<file path="src/mcs_defines.vh">
// Constants for the measurement command sequencer
`ifndef MCS_DEFINES_VH
`define MCS_DEFINES_VH

// Clock and time base
`define MCS_CLK_PERIOD_NS   50
`define MCS_NS_PER_US       1000
`define MCS_US_W            20

// Command kinds
`define MCS_KIND_CELLS3     2'h0
`define MCS_KIND_AUX        2'h1
`define MCS_KIND_AUX_RED    2'h2
`define MCS_KIND_CELLS_AUX  2'h3

// Channel codes: cells 0..17, auxiliary inputs 18..26, second reference 27
`define MCS_NUM_CELLS       5'h12
`define MCS_CELLS_PER_UNIT  5'h06
`define MCS_CH_GPIO1        5'h12
`define MCS_CH_REF2         5'h1b
`define MCS_NUM_GPIO        4'h9
`define MCS_SEL_ALL         4'h0
`define MCS_SEL_REF2        4'ha
`define MCS_REF2_STEP       5'h05

// Steps per sequence
`define MCS_STEPS_CELLS3    5'h03
`define MCS_STEPS_AUX_ALL   5'h0a
`define MCS_STEPS_AUX_ONE   5'h01
`define MCS_STEPS_CELLS_AUX 5'h14
`define MCS_AUX_SLOT        5'h09
`define MCS_UNITS           5'h03

// Redundancy path selections that enable checking
`define MCS_PS_MAX_OK       2'h1

// Total time, three cells, in microseconds per mode
`define MCS_T1C_M0 20'h000cb
`define MCS_T1C_M1 20'h000e8
`define MCS_T1C_M2 20'h00197
`define MCS_T1C_M3 20'h0020b
`define MCS_T1C_M4 20'h002f4
`define MCS_T1C_M5 20'h004c5
`define MCS_T1C_M6 20'h00868
`define MCS_T1C_M7 20'h08322

// Total time, full auxiliary scan, in microseconds per mode
`define MCS_T10C_M0 20'h00721
`define MCS_T10C_M1 20'h00844
`define MCS_T10C_M2 20'h00f16
`define MCS_T10C_M3 20'h013a1
`define MCS_T10C_M4 20'h01cb9
`define MCS_T10C_M5 20'h02ee7
`define MCS_T10C_M6 20'h05344
`define MCS_T10C_M7 20'h51e8a

// Total time, cells plus two auxiliary inputs, in microseconds per mode
`define MCS_T8C_M0 20'h005e7
`define MCS_T8C_M1 20'h006d0
`define MCS_T8C_M2 20'h00c44
`define MCS_T8C_M3 20'h00fe7
`define MCS_T8C_M4 20'h0172d
`define MCS_T8C_M5 20'h025b9
`define MCS_T8C_M6 20'h042d0
`define MCS_T8C_M7 20'h418a2

`endif

</file>
<file path="src/mcs_sequencer.v">
// Measurement command sequencer: scheduling, result capture and cell limit flags
`timescale 1ns/10ps
`include "mcs_defines.vh"

module mcs_sequencer
#(
  parameter CYC_PER_US = `MCS_NS_PER_US / `MCS_CLK_PERIOD_NS
)
(
  // Clock and reset
  input  wire        clock,
  input  wire        nrst,
  // Command from the serial command decoder
  input  wire        cmd_valid,
  input  wire [1:0]  cmd_kind,
  input  wire [2:0]  cmd_mode,
  input  wire [3:0]  cmd_sel,
  // Configuration group A thresholds and group B path select
  input  wire [15:0] uv_threshold,
  input  wire [15:0] ov_threshold,
  input  wire [1:0]  redundancy_path_select,
  // Converter request and answer
  output reg         conv_req_q,
  output reg  [1:0]  conv_unit_q,
  output reg  [4:0]  conv_chan_q,
  output reg  [2:0]  conv_mode_q,
  output reg         conv_redundant_q,
  input  wire        conv_ack,
  input  wire [16:0] conv_raw,
  // Result register update
  output reg         result_valid_q,
  output reg  [4:0]  result_chan_q,
  output reg  [15:0] result_data_q,
  // Status
  output reg         busy_q,
  output reg         done_q,
  output reg  [17:0] ov_flags_q,
  output reg  [17:0] uv_flags_q
);

  localparam ST_IDLE  = 4'b0001;
  localparam ST_ISSUE = 4'b0010;
  localparam ST_WAIT  = 4'b0100;
  localparam ST_HOLD  = 4'b1000;

  // Total time of a command in microseconds
  function [`MCS_US_W-1:0] total_us;
    input [1:0] kind;
    input [2:0] mode;
    input [3:0] sel;
    reg   [1:0] tab;
    begin
      // Single auxiliary and reference conversions share the three-cell times
      tab = (kind == `MCS_KIND_CELLS_AUX) ? 2'h2 :
            (((kind != `MCS_KIND_CELLS3) && (sel == `MCS_SEL_ALL)) ? 2'h1 : 2'h0);
      case (mode)
        3'h0: total_us = (tab == 2'h2) ? `MCS_T8C_M0 : ((tab == 2'h1) ? `MCS_T10C_M0 : `MCS_T1C_M0);
        3'h1: total_us = (tab == 2'h2) ? `MCS_T8C_M1 : ((tab == 2'h1) ? `MCS_T10C_M1 : `MCS_T1C_M1);
        3'h2: total_us = (tab == 2'h2) ? `MCS_T8C_M2 : ((tab == 2'h1) ? `MCS_T10C_M2 : `MCS_T1C_M2);
        3'h3: total_us = (tab == 2'h2) ? `MCS_T8C_M3 : ((tab == 2'h1) ? `MCS_T10C_M3 : `MCS_T1C_M3);
        3'h4: total_us = (tab == 2'h2) ? `MCS_T8C_M4 : ((tab == 2'h1) ? `MCS_T10C_M4 : `MCS_T1C_M4);
        3'h5: total_us = (tab == 2'h2) ? `MCS_T8C_M5 : ((tab == 2'h1) ? `MCS_T10C_M5 : `MCS_T1C_M5);
        3'h6: total_us = (tab == 2'h2) ? `MCS_T8C_M6 : ((tab == 2'h1) ? `MCS_T10C_M6 : `MCS_T1C_M6);
        3'h7: total_us = (tab == 2'h2) ? `MCS_T8C_M7 : ((tab == 2'h1) ? `MCS_T10C_M7 : `MCS_T1C_M7);
        default: total_us = `MCS_T1C_M0;
      endcase
    end
  endfunction

  // Number of conversions in a command
  function [4:0] step_count;
    input [1:0] kind;
    input [3:0] sel;
    begin
      case (kind)
        `MCS_KIND_CELLS3:    step_count = `MCS_STEPS_CELLS3;
        `MCS_KIND_CELLS_AUX: step_count = `MCS_STEPS_CELLS_AUX;
        default:             step_count = (sel == `MCS_SEL_ALL) ? `MCS_STEPS_AUX_ALL : `MCS_STEPS_AUX_ONE;
      endcase
    end
  endfunction

  // Converter and channel of a step, as {unit, channel}; worked at eight bits so no sum wraps
  function [6:0] step_target;
    input [1:0] kind;
    input [3:0] sel;
    input [4:0] step;
    reg   [7:0] idx8;
    reg   [7:0] unit8;
    reg   [7:0] chan8;
    begin
      idx8  = {3'h0, step};
      unit8 = 8'h00;
      chan8 = 8'h00;
      case (kind)
        // Three cells, one per converter, six apart
        `MCS_KIND_CELLS3:
          chan8 = {5'h00, sel[2:0]} + idx8 * {3'h0, `MCS_CELLS_PER_UNIT};
        // Cells in triples over the three converters, inputs one and two in the middle
        `MCS_KIND_CELLS_AUX:
        begin
          if ((step == `MCS_AUX_SLOT) || (step == `MCS_AUX_SLOT + 5'h01))
            chan8 = {3'h0, `MCS_CH_GPIO1} + idx8 - {3'h0, `MCS_AUX_SLOT};
          else
          begin
            if (step > `MCS_AUX_SLOT)
              idx8 = idx8 - 8'h02;
            unit8 = idx8 % {3'h0, `MCS_UNITS};
            chan8 = idx8 / {3'h0, `MCS_UNITS} + unit8 * {3'h0, `MCS_CELLS_PER_UNIT};
          end
        end
        // Auxiliary scans all run on the first converter
        default:
        begin
          if (sel == `MCS_SEL_ALL)
            chan8 = {3'h0, `MCS_CH_GPIO1} + idx8 - ((step > `MCS_REF2_STEP) ? 8'h01 : 8'h00);
          else
            chan8 = {3'h0, `MCS_CH_GPIO1} + {4'h0, sel} - 8'h01;
          if (((sel == `MCS_SEL_ALL) && (step == `MCS_REF2_STEP)) || (sel == `MCS_SEL_REF2))
            chan8 = {3'h0, `MCS_CH_REF2};
        end
      endcase
      step_target = {((kind == `MCS_KIND_CELLS3) ? step[1:0] : unit8[1:0]), chan8[4:0]};
    end
  endfunction

  reg [3:0]            state_q;
  reg [1:0]            kind_q;
  reg [3:0]            sel_q;
  reg [4:0]            step_q;
  reg [4:0]            steps_q;
  reg [`MCS_US_W-1:0]  limit_us_q;
  reg [`MCS_US_W-1:0]  elapsed_us_q;
  reg [15:0]           presc_q;
  wire [15:0]          code;
  wire                 over;
  wire                 under;
  wire [6:0]           target;
  wire                 sel_ok;
  wire                 accept;
  wire [31:0]          presc_last = CYC_PER_US - 1;

  // Auxiliary selects above the second reference are refused
  assign sel_ok = (cmd_kind == `MCS_KIND_CELLS3) || (cmd_kind == `MCS_KIND_CELLS_AUX) || (cmd_sel <= `MCS_SEL_REF2);
  assign accept = cmd_valid && (state_q == ST_IDLE) && sel_ok;
  assign target = step_target(kind_q, sel_q, step_q);

  mcs_cell_check u_check
  (
    .raw   (conv_raw),
    .uv_th (uv_threshold),
    .ov_th (ov_threshold),
    .code  (code),
    .over  (over),
    .under (under)
  );

  // Microsecond time base; restarted at each command so the total time is measured from receipt
  always @(posedge clock or negedge nrst)
  begin
    if (!nrst)
    begin
      presc_q      <= 16'h0000;
      elapsed_us_q <= {`MCS_US_W{1'b0}};
    end
    else if (accept || (busy_q && (presc_q == presc_last[15:0])))
    begin
      presc_q      <= 16'h0000;
      elapsed_us_q <= accept ? {`MCS_US_W{1'b0}} : elapsed_us_q + 1'b1;
    end
    else if (busy_q)
      presc_q <= presc_q + 1'b1;
  end

  // Sequencing state machine
  always @(posedge clock or negedge nrst)
  begin
    if (!nrst)
    begin
      state_q          <= ST_IDLE;
      kind_q           <= `MCS_KIND_CELLS3;
      sel_q            <= 4'h0;
      step_q           <= 5'h00;
      steps_q          <= 5'h00;
      limit_us_q       <= {`MCS_US_W{1'b0}};
      busy_q           <= 1'b0;
      done_q           <= 1'b0;
      conv_req_q       <= 1'b0;
      conv_unit_q      <= 2'h0;
      conv_chan_q      <= 5'h00;
      conv_mode_q      <= 3'h0;
      conv_redundant_q <= 1'b0;
    end
    else
    begin
      conv_req_q <= 1'b0;
      done_q     <= 1'b0;
      case (state_q)
        ST_IDLE:
        begin
          if (accept)
          begin
            kind_q      <= cmd_kind;
            sel_q       <= cmd_sel;
            conv_mode_q <= cmd_mode;
            step_q      <= 5'h00;
            steps_q     <= step_count(cmd_kind, cmd_sel);
            limit_us_q  <= total_us(cmd_kind, cmd_mode, cmd_sel);
            busy_q      <= 1'b1;
            // Checking only runs on the redundant command with a usable path
            conv_redundant_q <= (cmd_kind == `MCS_KIND_AUX_RED) && (redundancy_path_select <= `MCS_PS_MAX_OK);
            state_q     <= ST_ISSUE;
          end
        end
        ST_ISSUE:
        begin
          conv_req_q  <= 1'b1;
          conv_unit_q <= target[6:5];
          conv_chan_q <= target[4:0];
          state_q     <= ST_WAIT;
        end
        ST_WAIT:
        begin
          if (conv_ack && (step_q == steps_q - 5'h01))
            state_q <= ST_HOLD;
          else if (conv_ack)
          begin
            step_q  <= step_q + 5'h01;
            state_q <= ST_ISSUE;
          end
        end
        ST_HOLD:
        begin
          // A slow converter can stretch the command, never shorten it
          if (elapsed_us_q >= limit_us_q)
          begin
            busy_q  <= 1'b0;
            done_q  <= 1'b1;
            state_q <= ST_IDLE;
          end
        end
        default:
          state_q <= ST_IDLE;
      endcase
    end
  end

  // Result capture and cell limit flags, written as each channel completes
  always @(posedge clock or negedge nrst)
  begin
    if (!nrst)
    begin
      result_valid_q <= 1'b0;
      result_chan_q  <= 5'h00;
      result_data_q  <= 16'h0000;
      ov_flags_q     <= 18'h00000;
      uv_flags_q     <= 18'h00000;
    end
    else
    begin
      result_valid_q <= 1'b0;
      if ((state_q == ST_WAIT) && conv_ack)
      begin
        result_valid_q <= 1'b1;
        result_chan_q  <= conv_chan_q;
        result_data_q  <= code;
        if (conv_chan_q < `MCS_NUM_CELLS)
        begin
          // Flags track the latest reading of each cell
          ov_flags_q[conv_chan_q] <= over;
          uv_flags_q[conv_chan_q] <= under;
        end
      end
    end
  end

endmodule

</file>
<file path="src/mcs_cell_check.v">
// Result clamp and threshold comparison for one conversion result
`timescale 1ns/10ps
`include "mcs_defines.vh"

module mcs_cell_check
(
  // Raw converter reading, two's complement
  input  wire [16:0] raw,
  // Thresholds
  input  wire [15:0] uv_th,
  input  wire [15:0] ov_th,
  // Clamped code and flags
  output wire [15:0] code,
  output wire        over,
  output wire        under
);

  // Negative readings are clamped to zero
  assign code  = raw[16] ? 16'h0000 : raw[15:0];
  // Strict compares on both limits
  assign over  = (code > ov_th);
  assign under = (code < uv_th);

endmodule

</file>
<file path="config.mk">
export PLATFORM = sky130hd
export DESIGN_NAME = mcs_sequencer
export DESIGN_NICKNAME = d
export VERILOG_FILES = /design/src/mcs_sequencer.v /design/src/mcs_cell_check.v
export VERILOG_INCLUDE_DIRS = /design/src
export SDC_FILE = /design/constraint.sdc
export NUM_CORES = 1
export LEC_CHECK = 0
export BUFFER_PORTS_ARGS = -buffer_cell sky130_fd_sc_hd__clkbuf_2
export CAP_MARGIN = 10
export CORE_ASPECT_RATIO = 1.1
export CORE_UTILIZATION = 55
export DETAILED_ROUTE_END_ITERATION = 16
export PLACE_DENSITY = 0.77
export SKIP_CTS_REPAIR_TIMING = 1
export SLEW_MARGIN = 20
export SYNTH_ARGS = -nofsm -noshare
export SYNTH_HDL_FRONTEND = slang
export SYNTH_SLANG_ARGS = --single-unit
</file>
<file path="constraint.sdc">
create_clock -name clock -period 6.03 [get_ports clock]
set_input_delay 1.206 -clock clock [delete_from_list [all_inputs] [get_ports clock]]
set_output_delay 1.206 -clock clock [all_outputs]
set_load 0.01 [all_outputs]
</file>
---- Yosys cells after proc, flatten, opt, wreduce, memory -nomap -nowiden ----
Cells that the tools add are included.
cells by class
  add/sub/neg operators ................... 12
  $mul .................................... 2
  div/mod/pow operators ................... 2
  order comparisons ....................... 10
  equality and inequality tests ........... 27
  muxes and demuxes ....................... 56
  reduce and logical (&&, ||, !) cells .... 28
operators with widths
  operator                                                                 count
  20-bit one-hot mux with 8 select lines                                   1
  13-bit 2-to-1 mux                                                        4
  12-bit 2-to-1 mux                                                        4
  16-bit 2-to-1 mux                                                        3
  19-bit 2-to-1 mux                                                        2
  18-bit bitwise mux                                                       2
  15-bit 2-to-1 mux                                                        2
  5-bit 2-to-1 mux                                                         6
  5-bit one-hot mux with 2 select lines                                    3
  14-bit 2-to-1 mux                                                        2
  8-bit 2-to-1 mux                                                         3
  11-bit 2-to-1 mux                                                        2
  20-bit by 1-bit adder with 20-bit output (second input constant)         1
  20-bit greater-or-equal comparator                                       1
  20-bit 2-to-1 mux                                                        1
  4-bit 2-to-1 mux                                                         5
  16-bit by 1-bit adder with 16-bit output (second input constant)         1
  16-bit by 5-bit equality test with 1-bit output (second input constant)  1
  16-bit greater-than comparator                                           1
  16-bit less-than comparator                                              1
  4-bit one-hot mux with 4 select lines                                    1
  3-bit equality test (second input constant)                              4
  5-bit by 4-bit equality test with 1-bit output (second input constant)   2
  5-bit by 1-bit subtractor with 5-bit output (second input constant)      2
  44 further kinds                                                         82
storage, ports and cells
  bits in registers ....................... 148
  bits of input ports ..................... 64
  output and inout port bits .............. 72

---- Longest topological paths before layout ----
  word-level depth ........................ 9
  depth in mapped cells ................... 29
  gate-level depth less buffers ........... 27

---- Hierarchy ----
Synthesis repeated with hierarchy kept, for this count alone.
second synthesis, totals
  cells, all modules ...................... 1077
  area total of the unflattened synthesis .. 9686.8 um^2
by module, submodules not included
  module          instances  cells each  area each (um^2)  seq. area each (um^2)
  mcs_sequencer   1          947         8780.9            3629.7
  mcs_cell_check  1          130         905.9             0.0

---- Worst setup path before layout ----
No wires, ideal clock.
  kind .................................... reg-to-reg
  start point ............................. register step_q[1]
  end point ............................... register conv_chan_q[4]
  library setup time ...................... 0.120 ns
  arrival ................................. 5.159 ns
  data required time ...................... 5.910 ns
  path slack .............................. 0.750 ns
  cell stages (with the launch flop) ...... 28
  path through ............................ dfrtp_1 -> buf_6 -> inv_1 -> ha_1 -> buf_2 -> a21boi_2 -> a21oi_2 -> a21oi_1 -> xnor2_1 -> ha_1 -> nor3_2 -> o211ai_1 -> o21ai_0 -> ha_1 -> a21oi_4 -> mux2i_1 -> inv_1 -> ha_1 -> inv_1 -> fa_1 -> inv_1 -> ha_1 -> a21oi_1 -> xor2_1 -> and2_1 -> mux2_2 -> o21ai_1 -> nand2_1
between the ends
  cells in the longest elaborated chain, start to end .. 9
  elaborated cells between the ends (all ways) .. 26
ends and longest elaborated chain
  element                                                                                                                  RTL line             source
  from (decl)                                                                                                              mcs_sequencer.v:130  reg [4:0] step_q;
  from (signal assigned)                                                                                                   mcs_sequencer.v:228  step_q <= step_q + 5'h01;
  5-bit by 2-bit subtractor with 6-bit output or 5-bit by 4-bit greater-than comparator with 1-bit output (tied branches)  -
  8-bit 2-to-1 mux                                                                                                         mcs_sequencer.v:106  if (step > `MCS_AUX_SLOT)
  8-bit 2-to-1 mux                                                                                                         mcs_sequencer.v:102  if ((step == `MCS_AUX_SLOT) || (step == `MCS_AUX_SLOT + 5'h01))
  8-bit 2-to-1 mux                                                                                                         mcs_sequencer.v:95   case (kind)
  8-bit by 2-bit modulo with 8-bit output                                                                                  mcs_sequencer.v:108  unit8 = idx8 % {3'h0, `MCS_UNITS};
  8-bit by 2-bit multiplier with 4-bit output                                                                              mcs_sequencer.v:109  chan8 = idx8 / {3'h0, `MCS_UNITS} + unit8 * {3'h0, `MCS_CELLS_PER_UNIT};
  5-bit adder                                                                                                              mcs_sequencer.v:109
  5-bit 2-to-1 mux                                                                                                         mcs_sequencer.v:102
  5-bit one-hot mux with 2 select lines (*)                                                                                mcs_sequencer.v:95
  to (signal assigned)                                                                                                     mcs_sequencer.v:219  conv_chan_q <= target[4:0];
  to (decl)                                                                                                                mcs_sequencer.v:25   output reg [4:0] conv_chan_q,
Every way passes the cells marked *; elsewhere a longest branch is shown, timed or not. The select of a mux whose other input is x is not followed.
A chain may end at the register's enable or synchronous reset.

---- Worst setup path in the final report ----
  start point ............................. register step_q[2]
  end point ............................... register conv_chan_q[4]
The elaborated chain is that of the path after synthesis.

==> impl_metrics.prom <==
# TYPE chip_impl_metric gauge
chip_impl_info{name="status",value="finished clean"} 1
chip_impl_metric{name="row_count",unit=""} 49
chip_impl_metric{name="leakagePower",unit="nW"} 5.65
chip_impl_metric{name="worst-r2r-setup-slack",unit="ps"} 390
chip_impl_metric{name="layout_area_overhead",unit="%"} 14.9
chip_impl_metric{name="max_freq",unit="GHz"} 0.177
chip_impl_metric{name="detail_route.iter0.violations",unit=""} 403
chip_impl_metric{name="design.portCount",unit=""} 136
chip_impl_metric{name="cts.reportedPaths.clkPinSlew",unit="ps"} 60
chip_impl_metric{name="clkSinkCount",unit=""} 145
chip_impl_metric{name="worst-endpoint-required",unit="ps"} 6340
chip_impl_metric{name="synth_cells",unit=""} 1016
chip_impl_metric{name="post-dp-hpwl",unit="mm"} 15.4
chip_impl_metric{name="initial_core_util",unit="%"} 57.1
chip_impl_metric{name="timing.final.crit_period",unit="ps"} 5640
chip_impl_info{name="crit_path_start",value="step_q[2]"} 1
chip_impl_metric{name="totalNegativeSetupSlack",unit="ps"} 0
chip_impl_metric{name="first_pass_iters",unit=""} 7
chip_impl_metric{name="power_switching_share",unit="%"} 34.4
chip_impl_metric{name="post_synthesis_simple_gate_area_fraction",unit="%"} 17.2
chip_impl_info{name="yosys.area.top_type",value="sky130_fd_sc_hd__dfrtp_1"} 1
chip_impl_metric{name="minimum_setup_slack_after_placement",unit="ps"} 251
chip_impl_metric{name="timing.final.crit_share",unit="%"} 93.6
chip_impl_metric{name="synth-compound-area-share",unit="%"} 14.7
chip_impl_metric{name="syn-mean-instance-area",unit="sq um"} 9.30
chip_impl_metric{name="placedCellCount",unit=""} 1321
chip_impl_metric{name="final_antenna_net_count",unit=""} 0
chip_impl_metric{name="routed_wl",unit="mm"} 21.2
chip_impl_metric{name="synthAdderAreaFrac",unit="%"} 11.8
chip_impl_metric{name="power_density",unit="mW/mm^2"} 296
chip_impl_info{name="grt_setup_unrepaired",value="false"} 1
chip_impl_metric{name="cts_inserted_buffers",unit=""} 17
chip_impl_info{name="min_path_type",value="reg -> reg"} 1
chip_impl_metric{name="num-nets-final",unit=""} 1287
chip_impl_info{name="worstSetupStartpointType",value="register"} 1
chip_impl_info{name="buffer_type_at_the_clock_tree_root",value="sky130_fd_sc_hd__clkbuf_16"} 1
chip_impl_metric{name="via_count_of_the_first_global_routing_pass",unit=""} 7425
chip_impl_metric{name="grt_pass1_wl",unit="mm"} 36.1
chip_impl_metric{name="timing_max_transition_violations_final",unit=""} 0
chip_impl_metric{name="synth_xor_area_share",unit="%"} 5.06
chip_impl_metric{name="hold_path_depth",unit=""} 2
chip_impl_metric{name="yosys.area.top_type_share",unit="%"} 38.1
chip_impl_info{name="synth.most_common_cell",value="sky130_fd_sc_hd__dfrtp_1"} 1
chip_impl_info{name="timing_worst_setup_path_type",value="reg -> reg"} 1
chip_impl_metric{name="design_area",unit="sq mm"} 0.0109
chip_impl_metric{name="synth_sequential_area_ratio",unit="%"} 38.4
chip_impl_metric{name="htreeDepth",unit=""} 4
chip_impl_info{name="crit_family",value="adder cells"} 1
chip_impl_metric{name="clockBufferDepth",unit=""} 2
chip_impl_metric{name="worst_ir_drop_vdd",unit="V"} 0.000218
chip_impl_metric{name="drt_drc_violations_left",unit=""} 0
chip_impl_metric{name="seq_power_share",unit="%"} 40.2
chip_impl_metric{name="total_switching_power",unit="W"} 0.00110
chip_impl_metric{name="p_int",unit="W"} 0.00211
chip_impl_info{name="synth.cells.most_frequent",value="sky130_fd_sc_hd__dfrtp_1 (144), sky130_fd_sc_hd__nand2_1 (103), sky130_fd_sc_hd__ha_1 (83)"} 1
chip_impl_metric{name="grt_antenna_before_repair",unit=""} 0
chip_impl_metric{name="avgViaCountPerCell",unit=""} 5.65
chip_impl_metric{name="total_of_warnings_raised_by_yosys",unit=""} 0
chip_impl_metric{name="height_of_the_die",unit="um"} 139
chip_impl_metric{name="gr-total-overflow",unit=""} 0
chip_impl_metric{name="dieArea",unit="sq mm"} 0.0177
chip_impl_metric{name="antenna_cells_inserted",unit=""} 0
chip_impl_info{name="critPathCaptureType",value="register"} 1
chip_impl_metric{name="core_area",unit="sq mm"} 0.0166
chip_impl_metric{name="gpl.final_weighted_congestion",unit=""} 0.873
chip_impl_metric{name="drv_cap",unit=""} 0
chip_impl_metric{name="skew",unit="ps"} 8.72
chip_impl_info{name="synth_ff_type",value="sky130_fd_sc_hd__dfrtp_1"} 1
chip_impl_metric{name="total_power",unit="W"} 0.00321
chip_impl_info{name="crit_top_cell",value="sky130_fd_sc_hd__ha_1"} 1
chip_impl_info{name="timing.hold.worst_endpoint",value="result_chan_q[2]"} 1
chip_impl_info{name="reg2reg_from",value="step_q[2]"} 1
chip_impl_metric{name="power.clock.fraction",unit="%"} 32.4
chip_impl_metric{name="post_synth_mux_area_share",unit="%"} 7.49
chip_impl_info{name="min-delay-start",value="result_chan_q[2]"} 1
chip_impl_info{name="synth_top_family_by_area",value="simple AND/OR/NAND/NOR gates"} 1
chip_impl_metric{name="post_route_cells_drive_above_1_share",unit="%"} 21.8
chip_impl_metric{name="reg2regPathDepth",unit=""} 25
chip_impl_metric{name="place_area",unit="sq mm"} 0.0103
chip_impl_metric{name="synthesis.area",unit="sq mm"} 0.00945
chip_impl_metric{name="worst-path-max-fanout",unit=""} 10
chip_impl_info{name="tritoncts",value="yes"} 1
chip_impl_metric{name="timing.max_slew.rel_slack",unit="%"} 40.6
chip_impl_metric{name="postSynth.asyncResetShare",unit="%"} 100
chip_impl_metric{name="synth_unique_cells",unit=""} 77
chip_impl_metric{name="timing.critical_path.slowest_cell_delay",unit="ps"} 490
chip_impl_metric{name="finalHoldViolCount",unit=""} 0
chip_impl_metric{name="route.vias.total",unit=""} 7648
chip_impl_info{name="reg2reg_to",value="conv_chan_q[4]"} 1
chip_impl_metric{name="fin_cells",unit=""} 1353
chip_impl_metric{name="layout_setup_ws",unit="ps"} 387
chip_impl_metric{name="num-fill-cells",unit=""} 1337
chip_impl_metric{name="die_width",unit="um"} 127
chip_impl_metric{name="number_of_synthesized_register_bits",unit=""} 145
chip_impl_metric{name="post_drt_wl_per_cell",unit="um"} 15.6
chip_impl_metric{name="largest_net_degree_at_the_start_of_global_routing",unit=""} 97
chip_impl_metric{name="setup_violations",unit=""} 0
chip_impl_metric{name="cp_num_buf_inv",unit=""} 5
chip_impl_info{name="synth.area.top_cells",value="sky130_fd_sc_hd__dfrtp_1 (38%), sky130_fd_sc_hd__ha_1 (11%), sky130_fd_sc_hd__mux2_2 (6.4%)"} 1
chip_impl_metric{name="power.combinational.fraction",unit="%"} 27.4
chip_impl_metric{name="portBuffers",unit=""} 134
chip_impl_info{name="timing.critical_path.slowest_stage_cell",value="sky130_fd_sc_hd__dfrtp_2"} 1
chip_impl_metric{name="clk_latency",unit="ps"} 430
chip_impl_metric{name="track_usage",unit="%"} 25.2
chip_impl_metric{name="number_of_enable_flip_flop_cells_after_synthesis",unit=""} 0
chip_impl_metric{name="timing.critical_path.arrival",unit="ps"} 5950
chip_impl_metric{name="synth_fp_nets",unit=""} 1167
chip_impl_metric{name="pin_slew_with_the_least_headroom_to_its_limit",unit="ps"} 887
[cell usage in the layout, fill, tap and decap left out, types with 7 or more instances in the layout]
cell type                     n
sky130_fd_sc_hd__o21a_1      17
sky130_fd_sc_hd__nor2_1      79
sky130_fd_sc_hd__nand3_1     16
sky130_fd_sc_hd__and3_1      12
sky130_fd_sc_hd__xor2_1      25
sky130_fd_sc_hd__clkbuf_16   17
sky130_fd_sc_hd__nand2_1    102
sky130_fd_sc_hd__inv_1       80
sky130_fd_sc_hd__clkbuf_2   133
sky130_fd_sc_hd__o21ai_0     62
sky130_fd_sc_hd__or3_1       11
sky130_fd_sc_hd__mux2i_1     10
sky130_fd_sc_hd__nand2b_1    12
sky130_fd_sc_hd__dfrtp_1    143
sky130_fd_sc_hd__xnor2_1     26
sky130_fd_sc_hd__o31ai_1      7
sky130_fd_sc_hd__nand4_1     15
sky130_fd_sc_hd__nor3_1      13
sky130_fd_sc_hd__buf_4       10
sky130_fd_sc_hd__nor2b_1     27
sky130_fd_sc_hd__a21o_1      14
sky130_fd_sc_hd__a21oi_1     55
sky130_fd_sc_hd__mux2_2      54
sky130_fd_sc_hd__ha_1        83
sky130_fd_sc_hd__nand3b_1     7
[metal layers]
layer  track usage [%]  up-vias  wire (um)  part of all wire (%)
li1                  -     3792          -                     -
met1              35.2     3619      10300                    48
met2              39.6      206       9580                    45
met5                 0        -          0                     0
met4              8.15        0        384                   1.8
met3              4.84       31        936                   4.4
[worst max-delay path by stage]
stage / end / slack [ps] / depth (start not counted)
2_1_floorplan: conv_chan_q[4] / 750 / 27
3_3_place_gp: conv_chan_q[4] / 470 / 25
3_5_place_dp: conv_chan_q[4] / 250 / 25
4_1_cts: conv_chan_q[4] / 250 / 25
5_1_grt: conv_chan_q[4] / 30 / 25
6_report: conv_chan_q[4] / 390 / 25
[through the flow]
| stage | hold slack [ps] | util (%) |
|---|---|---|
| floorplan | 449 | - |
| global placement | 457 | 62.1 |
| detailed placement | 464 | 62.1 |
| CTS | 482 | 65.5 |
| global route | 515 | 65.6 |
| finish | 480 | 65.6 |
[state kept, by name (all words and copies together), names as in the netlist, 2 cells and up]
signal         count
conv_mode_q        3
elapsed_us_q      20
state_q            4
kind_q             2
uv_flags_q        18
conv_chan_q        5
presc_q           16
limit_us_q        18
result_chan_q      5
ov_flags_q        18
conv_unit_q        2
result_data_q     16
step_q             5
sel_q              4
steps_q            4
[area by class of cell]
cell class	count	area (sq um)	area share (%)
Multi-Input combinational cell	746	5340	49.1
Inverter	82	313	2.88
Tap cell	204	255	2.35
Clock inverter	12	136	1.26
Clock buffer	20	437	4.02
Timing Repair Buffer	144	752	6.92
Sequential cell	145	3630	33.4
[tightest hold or removal path, delay by kind of cell, from the launching register on]
kind,cells,cell delay [ps]
simple gates,2,110
flops,1,340
[cells by family (layout without fill, tap and decap cells)]
| group | Yosys count | in the layout |
|---|---|---|
| and+or+nand+nor | 326 | 326 |
| buffers and inverters | 125 | 258 |
| muxes | 64 | 64 |
| DFF | 145 | 145 |
| xor gates and xnor gates | 53 | 53 |
| adders and majority gates | 87 | 87 |
| AOI/OAI and AO/OA | 216 | 216 |
[power by group through the flow]
stage,Sequential [W],Combinational [W],Clock (W)
after floorplan,0.00128,0.000605,0
final,0.00129,0.000880,0.00104
after global placement,0.00130,0.000857,0
after detailed placement,0.00131,0.000874,0
after global routing,0.00132,0.000993,0.00110
after CTS,0.00129,0.000882,0.00106
Power figures use the tool's default switching activity.
